File: config.mk
export PLATFORM = sky130hd
export DESIGN_NAME = csdv_config_store
export DESIGN_NICKNAME = d
export VERILOG_FILES = /design/src/logic/csdv_pkg.sv /design/src/logic/csdv_config_store.sv /design/src/logic/csdv_nv_seq.sv /design/src/logic/csdv_user_mem.sv
export SDC_FILE = /design/constraint.sdc
export NUM_CORES = 1
export LEC_CHECK = 0
export ABC_AREA = 1
export ABC_CLOCK_PERIOD_IN_PS = 4460
export BUFFER_PORTS_ARGS = -buffer_cell sky130_fd_sc_hd__buf_4
export CAP_MARGIN = 30
export CORE_AREA = 4 4 187 189
export CTS_CLUSTER_DIAMETER = 120
export DETAILED_ROUTE_END_ITERATION = 10
export DIE_AREA = 0 0 191 193
export GPL_ROUTABILITY_DRIVEN = 0
export MAX_ROUTING_LAYER = met4
export SLEW_MARGIN = 10
export SYNTH_ARGS = -nofsm -noshare
export SYNTH_HDL_FRONTEND = slang
export SYNTH_SLANG_ARGS = --single-unit
export TNS_END_PERCENT = 1
File: constraint.sdc
create_clock -name CLOCK -period 4.46 [get_ports CLOCK]
set_clock_uncertainty 0.1 [all_clocks]
set_input_delay 0.669 -clock CLOCK [delete_from_list [all_inputs] [get_ports CLOCK]]
set_output_delay 0.669 -clock CLOCK [all_outputs]
set_load 0.1 [all_outputs]
File: src/logic/csdv_pkg.sv
// Shared constants, types and helpers for the configuration store block.
// Assumes one clock domain and an object dictionary access port that presents
// index, subindex and data with one-cycle read and write strobes.
package csdv_pkg;

  // Object indices handled by this block.
  localparam logic [15:0] IDX_SAVE    = 16'h1010;
  localparam logic [15:0] IDX_DISCARD = 16'h1011;
  localparam logic [15:0] IDX_MARKER  = 16'h1020;
  localparam logic [15:0] IDX_USER    = 16'h2700;

  // Signatures that arm a store or a discard.
  localparam logic [31:0] SIG_SAVE    = 32'h65766173;
  localparam logic [31:0] SIG_DISCARD = 32'h64616F6C;

  // Subindices shared by the save and discard objects.
  localparam logic [7:0] SUB_COUNT = 8'h00;
  localparam logic [7:0] SUB_ALL   = 8'h01;
  localparam logic [7:0] SUB_COMM  = 8'h02;
  localparam logic [7:0] SUB_APP   = 8'h03;
  localparam logic [7:0] SUB_CUST  = 8'h04;
  localparam logic [7:0] SUB_DRIVE = 8'h05;
  localparam logic [7:0] SUB_TUNE  = 8'h06;

  // Subindices of the marker and user memory objects.
  localparam logic [7:0] SUB_DATE   = 8'h01;
  localparam logic [7:0] SUB_TIME   = 8'h02;
  localparam logic [7:0] SUB_UTRIG  = 8'h01;
  localparam logic [7:0] SUB_UFIRST = 8'h02;
  localparam logic [7:0] SUB_ULAST  = 8'h09;

  // Entry counts reported in subindex zero.
  localparam logic [31:0] SAVE_ENTRIES   = 32'h00000006;
  localparam logic [31:0] MARKER_ENTRIES = 32'h00000002;
  localparam logic [31:0] USER_ENTRIES   = 32'h00000009;

  // Category mask: bit 0 communication up to bit 4 tuning.
  localparam int            CAT_W            = 5;
  localparam logic [CAT_W-1:0] MASK_ALL_SAVE    = 5'h1F;
  localparam logic [CAT_W-1:0] MASK_ALL_DISCARD = 5'h0F;

  // Values shown by the save subindices, the user trigger and the cleared markers.
  localparam logic [31:0] SAVE_DONE_VAL = 32'h00000001;
  localparam logic [31:0] UTRIG_START   = 32'h00000001;
  localparam logic [31:0] MARKER_RESET  = 32'h00000000;

  // User memory geometry.
  localparam int USER_WORDS = 8;
  localparam int USER_W     = 16;
  localparam int USER_IDX_W = 3;

  // Operations handed to the nonvolatile controller.
  typedef enum logic [1:0] {
    CSDV_OP_SAVE,
    CSDV_OP_ERASE,
    CSDV_OP_USER
  } csdv_op_t;

  // True when a subindex lies within an inclusive range.
  function automatic logic sub_in(input logic [7:0] sub, input logic [7:0] lo,
                                  input logic [7:0] hi);
    return (sub >= lo) && (sub <= hi);
  endfunction

  // Category mask selected by a save or discard subindex.
  function automatic logic [CAT_W-1:0] cat_mask(input logic [7:0] sub,
                                                input logic [CAT_W-1:0] all_mask);
    logic [7:0] sh;
    sh = sub - SUB_COMM;
    if (sub == SUB_ALL) begin
      return all_mask;
    end else if (sub_in(sub, SUB_COMM, SUB_TUNE)) begin
      return CAT_W'(1) << sh[2:0];
    end else begin
      return '0;
    end
  endfunction

  // Word index of a user memory subindex.
  function automatic logic [USER_IDX_W-1:0] word_idx(input logic [7:0] sub);
    logic [7:0] d;
    d = sub - SUB_UFIRST;
    return d[USER_IDX_W-1:0];
  endfunction

endpackage

File: src/logic/csdv_config_store.sv
// Nonvolatile parameter store objects: save, discard, marker and user memory.
// Assumes object dictionary accesses arrive as one-cycle strobes and that a
// separate controller performs the actual nonvolatile store and erase.
//
// Overview of operation
// - Discard signature in a discard subindex erases that category's stored copy.
// - Subindices 01h..06h select all, communication, application, customer, drive, tuning.
// - Discard through subindex 01h erases everything except tuning.
// - Tuning storage is erased only through discard subindex 06h.
// - After the erase completes the device requests its own restart.
// - Marker date and time are writable and stored with a save of all.
// - Category saves and savable writes to other objects clear both markers; save-all does not.
// - Eight 16-bit user words sit in subindices 02..09 of user memory.
// - Writing one to user subindex 01 saves the words; reads zero when done.
// - Save signature stores the category; the subindex then reads one.
module csdv_config_store
  import csdv_pkg::*;
(
  // Clock and reset.
  input  wire logic                         CLOCK,
  input  wire logic                         SYS_RST,
  // Object dictionary access.
  input  wire logic                         OD_WR,
  input  wire logic                         OD_RD,
  input  wire logic [15:0]                  OD_INDEX,
  input  wire logic [7:0]                   OD_SUBIDX,
  input  wire logic [31:0]                  OD_WDATA,
  input  wire logic                         OD_WR_SAVABLE,
  output logic                              OD_ACK,
  output logic                              OD_ABORT,
  output logic [31:0]                       OD_RDATA,
  // Boot restore of stored values.
  input  wire logic                         LOAD_WE,
  input  wire logic [15:0]                  LOAD_INDEX,
  input  wire logic [7:0]                   LOAD_SUBIDX,
  input  wire logic [31:0]                  LOAD_DATA,
  // Nonvolatile controller.
  output logic                              NV_REQ,
  output csdv_op_t                          NV_OP,
  output logic [CAT_W-1:0]                  NV_CAT_MASK,
  input  wire logic                         NV_ACK,
  output logic [31:0]                       MARKER_DATE,
  output logic [31:0]                       MARKER_TIME,
  output logic [USER_WORDS*USER_W-1:0]      USER_DATA,
  // Status.
  output logic                              STORE_BUSY,
  output logic                              RESTART_REQ
);

  // Hit decoding of the addressed object.
  wire hit_save    = (OD_INDEX == IDX_SAVE);
  wire hit_discard = (OD_INDEX == IDX_DISCARD);
  wire hit_marker  = (OD_INDEX == IDX_MARKER);
  wire hit_user    = (OD_INDEX == IDX_USER);
  wire hit_any     = hit_save | hit_discard | hit_marker | hit_user;

  // Subindex classes.
  wire sub_zero  = (OD_SUBIDX == SUB_COUNT);
  wire sub_cat   = sub_in(OD_SUBIDX, SUB_ALL, SUB_TUNE);
  wire sub_mark  = (OD_SUBIDX == SUB_DATE) | (OD_SUBIDX == SUB_TIME);
  wire sub_utrig = (OD_SUBIDX == SUB_UTRIG);
  wire sub_uword = sub_in(OD_SUBIDX, SUB_UFIRST, SUB_ULAST);

  // Sequencer and halt state.
  logic             seq_busy;
  logic             seq_done;
  csdv_op_t         seq_op_q;
  logic [CAT_W-1:0] seq_mask_q;
  logic             halted_q;
  logic [7:0]       pend_sub_q;
  wire              blocked = seq_busy | halted_q;

  // Accepted writes; anything else to our objects is refused.
  wire wr_save_ok    = OD_WR & hit_save & sub_cat & ~blocked
                       & (OD_WDATA == SIG_SAVE);
  wire wr_discard_ok = OD_WR & hit_discard & sub_cat & ~blocked
                       & (OD_WDATA == SIG_DISCARD);
  wire wr_marker_ok  = OD_WR & hit_marker & sub_mark & ~halted_q;
  wire wr_utrig_ok   = OD_WR & hit_user & sub_utrig & ~blocked
                       & (OD_WDATA == UTRIG_START);
  wire wr_uword_ok   = OD_WR & hit_user & sub_uword & ~blocked;
  wire wr_ok         = wr_save_ok | wr_discard_ok | wr_marker_ok
                       | wr_utrig_ok | wr_uword_ok;

  // Marker clearing: category saves and foreign savable objects, not save-all.
  wire clr_by_save    = OD_WR & hit_save & sub_cat & (OD_SUBIDX != SUB_ALL);
  wire clr_by_foreign = OD_WR & OD_WR_SAVABLE & ~hit_any;
  wire marker_clr     = clr_by_save | clr_by_foreign;

  // Category masks for the two kinds of operation.
  wire [CAT_W-1:0] save_mask    = cat_mask(OD_SUBIDX, MASK_ALL_SAVE);
  wire [CAT_W-1:0] discard_mask = cat_mask(OD_SUBIDX,
                                           MASK_ALL_DISCARD);

  // Start request to the sequencer.
  wire              seq_start = wr_save_ok | wr_discard_ok | wr_utrig_ok;
  wire csdv_op_t    seq_op    = wr_discard_ok ? CSDV_OP_ERASE :
                                wr_utrig_ok   ? CSDV_OP_USER  : CSDV_OP_SAVE;
  wire [CAT_W-1:0]  seq_mask  = wr_discard_ok ? discard_mask :
                                wr_save_ok    ? save_mask    : '0;

  // Completion events.
  wire save_done  = seq_done & (seq_op_q == CSDV_OP_SAVE);
  wire erase_done = seq_done & (seq_op_q == CSDV_OP_ERASE);
  wire user_done  = seq_done & (seq_op_q == CSDV_OP_USER);

  csdv_nv_seq u_seq (
    .clk    (CLOCK),
    .rst    (SYS_RST),
    .start  (seq_start),
    .op     (seq_op),
    .mask   (seq_mask),
    .busy   (seq_busy),
    .done   (seq_done),
    .op_q   (seq_op_q),
    .mask_q (seq_mask_q),
    .nv_req (NV_REQ),
    .nv_ack (NV_ACK)
  );

  // Boot restore decoding.
  wire load_date  = LOAD_WE & (LOAD_INDEX == IDX_MARKER) & (LOAD_SUBIDX == SUB_DATE);
  wire load_time  = LOAD_WE & (LOAD_INDEX == IDX_MARKER) & (LOAD_SUBIDX == SUB_TIME);
  wire load_uword = LOAD_WE & (LOAD_INDEX == IDX_USER)
                    & sub_in(LOAD_SUBIDX, SUB_UFIRST, SUB_ULAST);

  // User memory write mux; the boot restore has priority.
  wire                  um_we    = wr_uword_ok | load_uword;
  wire [USER_IDX_W-1:0] um_widx  = load_uword ? word_idx(LOAD_SUBIDX) : word_idx(OD_SUBIDX);
  wire [USER_W-1:0]     um_wdata = load_uword ? LOAD_DATA[USER_W-1:0] : OD_WDATA[USER_W-1:0];
  logic [USER_W-1:0]    um_rdata;

  csdv_user_mem #(
    .WORDS (USER_WORDS),
    .WIDTH (USER_W)
  ) u_umem (
    .clk   (CLOCK),
    .rst   (SYS_RST),
    .we    (um_we),
    .widx  (um_widx),
    .wdata (um_wdata),
    .ridx  (word_idx(OD_SUBIDX)),
    .rdata (um_rdata),
    .flat  (USER_DATA)
  );

  // Marker registers.
  logic [31:0] date_q;
  logic [31:0] time_q;
  logic [31:0] date_d;
  logic [31:0] time_d;

  // Marker next values; a write or restore in the same cycle beats a clear.
  always_comb begin
    date_d = date_q;
    time_d = time_q;
    if (marker_clr) begin
      date_d = MARKER_RESET;
      time_d = MARKER_RESET;
    end
    if (wr_marker_ok & (OD_SUBIDX == SUB_DATE)) begin
      date_d = OD_WDATA;
    end
    if (wr_marker_ok & (OD_SUBIDX == SUB_TIME)) begin
      time_d = OD_WDATA;
    end
    if (load_date) begin
      date_d = LOAD_DATA;
    end
    if (load_time) begin
      time_d = LOAD_DATA;
    end
  end

  // Markers reset to zero until restored.
  always_ff @(posedge CLOCK) begin
    if (SYS_RST) begin
      date_q <= MARKER_RESET;
      time_q <= MARKER_RESET;
    end else begin
      date_q <= date_d;
      time_q <= time_d;
    end
  end

  // User trigger: one from start until the store finishes.
  logic utrig_q;
  always_ff @(posedge CLOCK) begin
    if (SYS_RST) begin
      utrig_q <= 1'b0;
    end else if (wr_utrig_ok) begin
      utrig_q <= 1'b1;
    end else if (user_done) begin
      utrig_q <= 1'b0;
    end
  end

  // Save subindex in flight, shown as the signature until done.
  always_ff @(posedge CLOCK) begin
    if (SYS_RST) begin
      pend_sub_q <= SUB_COUNT;
    end else if (wr_save_ok) begin
      pend_sub_q <= OD_SUBIDX;
    end else if (save_done) begin
      pend_sub_q <= SUB_COUNT;
    end
  end

  // Restart once the erase has completed; further writes are then refused.
  logic restart_q;
  always_ff @(posedge CLOCK) begin
    if (SYS_RST) begin
      restart_q <= 1'b0;
      halted_q  <= 1'b0;
    end else begin
      restart_q <= erase_done;
      if (erase_done) begin
        halted_q <= 1'b1;
      end
    end
  end

  // Read value selection.
  wire        save_pend_hit = (pend_sub_q == OD_SUBIDX) & (pend_sub_q != SUB_COUNT);
  wire [31:0] save_rd       = sub_zero      ? SAVE_ENTRIES :
                              save_pend_hit ? SIG_SAVE     : SAVE_DONE_VAL;
  wire [31:0] marker_rd     = sub_zero ? MARKER_ENTRIES :
                              (OD_SUBIDX == SUB_DATE) ? date_q : time_q;
  wire [31:0] user_rd       = sub_zero  ? USER_ENTRIES :
                              sub_utrig ? {31'h00000000, utrig_q} :
                              {16'h0000, um_rdata};
  wire [31:0] rd_val        = hit_save   ? save_rd   :
                              hit_marker ? marker_rd :
                              hit_user   ? user_rd   :
                              (hit_discard & sub_zero) ? SAVE_ENTRIES : 32'h00000000;

  // Read legality; discard entries other than the count are write-only.
  wire rd_ok = (hit_save & (sub_zero | sub_cat))
               | (hit_discard & sub_zero)
               | (hit_marker & (sub_zero | sub_mark))
               | (hit_user & (sub_zero | sub_utrig | sub_uword));

  // Answer one cycle after any access to one of our objects.
  always_ff @(posedge CLOCK) begin
    if (SYS_RST) begin
      OD_ACK   <= 1'b0;
      OD_ABORT <= 1'b0;
      OD_RDATA <= 32'h00000000;
    end else begin
      OD_ACK   <= (OD_WR | OD_RD) & hit_any;
      OD_ABORT <= (OD_WR & hit_any & ~wr_ok) | (OD_RD & hit_any & ~rd_ok);
      if (OD_RD & hit_any) begin
        OD_RDATA <= rd_ok ? rd_val : 32'h00000000;
      end
    end
  end

  // Outputs toward the controller and status.
  assign NV_OP       = seq_op_q;
  assign NV_CAT_MASK = seq_mask_q;
  assign MARKER_DATE = date_q;
  assign MARKER_TIME = time_q;
  assign STORE_BUSY  = seq_busy;
  assign RESTART_REQ = restart_q;

endmodule

File: src/logic/csdv_nv_seq.sv
// Handshake with the external nonvolatile controller, one operation at a time.
// Assumes the controller answers a held request with a one-cycle acknowledge
// on the same clock.
module csdv_nv_seq
  import csdv_pkg::*;
(
  // Clock and reset.
  input  wire logic             clk,
  input  wire logic             rst,
  // Start of an operation.
  input  wire logic             start,
  input  wire csdv_op_t         op,
  input  wire logic [CAT_W-1:0] mask,
  // Progress.
  output logic                  busy,
  output logic                  done,
  output csdv_op_t              op_q,
  output logic [CAT_W-1:0]      mask_q,
  // Controller side.
  output logic                  nv_req,
  input  wire logic             nv_ack
);

  typedef enum logic {CSDV_SEQ_IDLE, CSDV_SEQ_WAIT} csdv_seq_t;

  csdv_seq_t state_q;
  logic      done_q;

  // Latch the operation, hold the request until the acknowledge arrives.
  always_ff @(posedge clk) begin
    if (rst) begin
      state_q <= CSDV_SEQ_IDLE;
      op_q    <= CSDV_OP_SAVE;
      mask_q  <= '0;
      done_q  <= 1'b0;
    end else begin
      done_q <= 1'b0;
      unique case (state_q)
        CSDV_SEQ_IDLE: begin
          if (start) begin
            state_q <= CSDV_SEQ_WAIT;
            op_q    <= op;
            mask_q  <= mask;
          end
        end
        CSDV_SEQ_WAIT: begin
          if (nv_ack) begin
            state_q <= CSDV_SEQ_IDLE;
            done_q  <= 1'b1;
          end
        end
      endcase
    end
  end

  // Request is a level for the whole wait.
  assign busy   = (state_q == CSDV_SEQ_WAIT);
  assign nv_req = busy;
  assign done   = done_q;

endmodule

File: src/logic/csdv_user_mem.sv
// Array of user words with one write port and one combinational read port.
// Assumes the caller has already checked the index range.
module csdv_user_mem
  import csdv_pkg::*;
#(
  parameter int WORDS = USER_WORDS,
  parameter int WIDTH = USER_W
) (
  // Clock and reset.
  input  wire logic                  clk,
  input  wire logic                  rst,
  // Write port.
  input  wire logic                  we,
  input  wire logic [USER_IDX_W-1:0] widx,
  input  wire logic [WIDTH-1:0]      wdata,
  // Read port.
  input  wire logic [USER_IDX_W-1:0] ridx,
  output logic [WIDTH-1:0]           rdata,
  // All words side by side, word 0 in the low bits.
  output logic [WORDS*WIDTH-1:0]     flat
);

  logic [WIDTH-1:0] words_q [WORDS];

  // Words clear at reset until the boot restore fills them.
  always_ff @(posedge clk) begin
    if (rst) begin
      for (int i = 0; i < WORDS; i++) begin
        words_q[i] <= '0;
      end
    end else if (we) begin
      words_q[widx] <= wdata;
    end
  end

  // Read and flatten the array.
  assign rdata = words_q[ridx];
  for (genvar g = 0; g < WORDS; g++) begin : g_flat
    assign flat[g*WIDTH +: WIDTH] = words_q[g];
  end

endmodule

==> qor.csv <==
metric,value,unit
RSZ-0062 raised after global routing,false,
Post-DP HPWL,39060,um
Clock Sinks,246,
CP Class,input port to register,
placement row count,67,
post-synth top area cell,edfxtp_1,
placed cells,2520,
final hold violations,0,
mean post-synth cell area,7.398,um2
layout cells sized above 1,23.95,%
Synth cell types,42,
first-pass GRT wire length,77360,um
die area,36860,um2
H-tree depth,1,
Mapped Cells,1791,
final WL,52210,um
wire length per cell,20.31,um
Worst Hold Class,input port to register,
# setup viols final,0,
drt first pass iters,7,
Critical Path AT,3.17,ns
Final #Nets,2221,
Max Fclk,321.7,MHz
DIE WIDTH,191,um
total grt overflow,0,
Fin Setup TNS,0,ns
count of final max-slew check failures,0,
required time worst endpoint,4.53,ns
Slew @ Worst Pin,0.8898,ns
outcome,completed,
Peak VDD IR,0.2616,mV
"EDFF count, synth",128,
CTS resizes,0,
Final Critical Period,3.108,ns
final hold slack,0.3010,ns
hold_buf cts,0,
CP max FO,36,
MaxCap Viol Count,0,
port buffer count,354,
largest net degree at the start of global routing,79,
Synth area leaders,"edfxtp_1 29%, dfxtp_1 18%, nand2_1 15%",
Post-route DRC,0,
Iteration-0 DRC Markers,1482,
vias in the first global route,12980,
syn_nets,1911,
CTS Buf Count,27,
vias post-DR,13710,
# IOs,355,
Layout area overhead,29.07,%
startpoint types,input port,
clock-pin slew on the worst setup and hold paths,0.06,ns
CTS max path bufs,3,
Core Region,33280,um2
"Most Used Layer, Global Route",met2,
slew margin rel.,40.32,%
Initial Util,39.81,%
power density cells,346.1,nW/um2
LEAKAGE,7.784,nW
Synth Warn #,0,
Tcrit/Tclk final,69.69,%
Netlist Area Pre-Place,13250,um2
"Async S/R FF share, synth",0,%
vias per inst,5.334,
met1 Usage GRT,37.67,%
fin area,17100,um2
fin cells,2571,
Routed Antenna Nets,0,
met2 GRT Util,43.48,%
top_reg_cell synth,edfxtp_1,
Post-CTS Setup Inserts,0,
M3 GR Usage,3.457,%
post-synth top area share,29.01,%
clock insertion delay at the later pin of the skew report,0.54,ns
Crit. End Element,register,
die height,193,um
Post-DP Area,16230,um2
GRT Total Usage,27.84,%
Seq cells post-synth,246,
clk root buf,clkbuf_16,
CTS tree,yes,
register area share after synthesis,46.84,%
initial antenna violation count,2,
-- cell families (layout without fill, tap and decap cells) --
| family | count (synthesis) | after routing | share of synthesized area (%) |
|---|---|---|---|
| xor gates and xnor gates | 5 | 5 | 0.3305 |
| buffers and inverters | 229 | 559 | 7.442 |
| adders and majority gates | 1 | 1 | 0.09442 |
| DFF | 246 | 246 | 46.84 |
| and+or+nand+nor | 1127 | 1127 | 37.19 |
| AOI/OAI and AO/OA | 182 | 182 | 8.027 |
| muxes | 1 | 1 | 0.07555 |
| other | 0 | 2 | 0 |
-- Yosys cell counts (2+ instances only) --
cell and n:
nand2_4 2, buf_6 3, nand3_2 4, a22oi_1 9, nor3_1 110, nand3_1 94, a31oi_1 64, buf_1 5
a21o_1 4, xor2_1 5, nand3_4 3, nor3_2 22, inv_1 99, o21ai_0 41, edfxtp_1 128, nand4_2 2
dfxtp_1 118, nand2_2 7, inv_2 23, a22o_1 7, nor2_1 300, buf_2 38, nor3b_1 2, nand3b_1 3
buf_4 15, nor2_2 8, a21oi_1 54, nor2_4 3, nand4_1 35, nand2_1 527, clkbuf_1 45
-- cell usage in the layout (no fill, tap or decap), types with 8 or more instances in the layout --
master | synthesis | layout
o21ai_1 | 1 | 8
edfxtp_1 | 128 | 128
nand3_1 | 94 | 94
a31oi_1 | 64 | 64
clkbuf_16 | 0 | 27
nand4_1 | 35 | 35
nand2_2 | 7 | 9
nor2_1 | 300 | 297
inv_2 | 23 | 24
clkbuf_1 | 45 | 8
o21ai_0 | 41 | 34
buf_4 | 15 | 385
a21oi_1 | 54 | 54
a22oi_1 | 9 | 9
nand2_1 | 527 | 525
inv_1 | 99 | 98
dfxtp_1 | 118 | 118
nor3_1 | 110 | 110
nor3_2 | 22 | 22
nor2_2 | 8 | 11
-- where the power goes --
group	switching, mW	total (mW)	internal (mW)
Sequential	0.0642	2.51	2.45
Clock	0.913	2.23	1.32
Combinational	0.918	1.18	0.259
Total	1.90	5.92	4.02
-- worst max-delay path, cell delays in order --
cell	delay, ns
buf_4	0.11
nor2_1	0.15
nand4_2	0.19
nor3b_4	0.30
nand2_4	0.27
nand2_1	0.17
nand2_2	0.09
inv_2	0.09
nand4_2	0.40
nand2_1	0.71
-- final timing paths --
kind | cells after the start | start | slack, ns | end
max | 10 | LOAD_SUBIDX[5] | 1.35 | u_umem.words_q[6][8]
min | 3 | NV_ACK | 0.30 | u_seq.done
max reg2reg | 7 | u_seq.busy | 1.55 | u_umem.words_q[6][8]
min reg2reg | 2 | OD_RDATA[1] | 0.37 | OD_RDATA[1]
-- layer usage --
metal | share of wire (%) | vias up
li1 | - | 6540
met1 | 42 | 6384
met2 | 46 | 686
met3 | 7.9 | 104
met4 | 4.1 | 0
met5 | 0 | -
-- registers in the layout, indices dropped and copies added, names as in the netlist --
signal and count:
halted_q 1, OD_RDATA 32, utrig_q 1, MARKER_TIME 32, u_seq.done 1, OD_ABORT 1
pend_sub_q 8, MARKER_DATE 32, u_seq.op_q 2, u_umem.words_q 128, u_seq.busy 1, OD_ACK 1
RESTART_REQ 1, u_seq.mask_q 5
-- per-stage QoR --
stage	power, mW	util [%]	setup slack [ns]
6_report	5.919	51.38	1.352
5_1_grt	6.095	51.38	1.112
2_1_floorplan	3.357	-	0.9075
3_5_place_dp	3.733	48.76	0.8025
4_1_cts	5.943	51.37	1.359
3_3_place_gp	3.726	48.70	0.9636
-- final cells by class --
class	count	area (um2)
flip-flops and latches	246	6206
inverters	123	461.7
diodes	2	5.005
repair buffers	387	2930
clock inverters	12	133.9
fillers	3335	16180
clock buffers	37	733.2
well taps	448	560.5
multi-input cells	1316	6070
(Power assumes the default switching activity.)
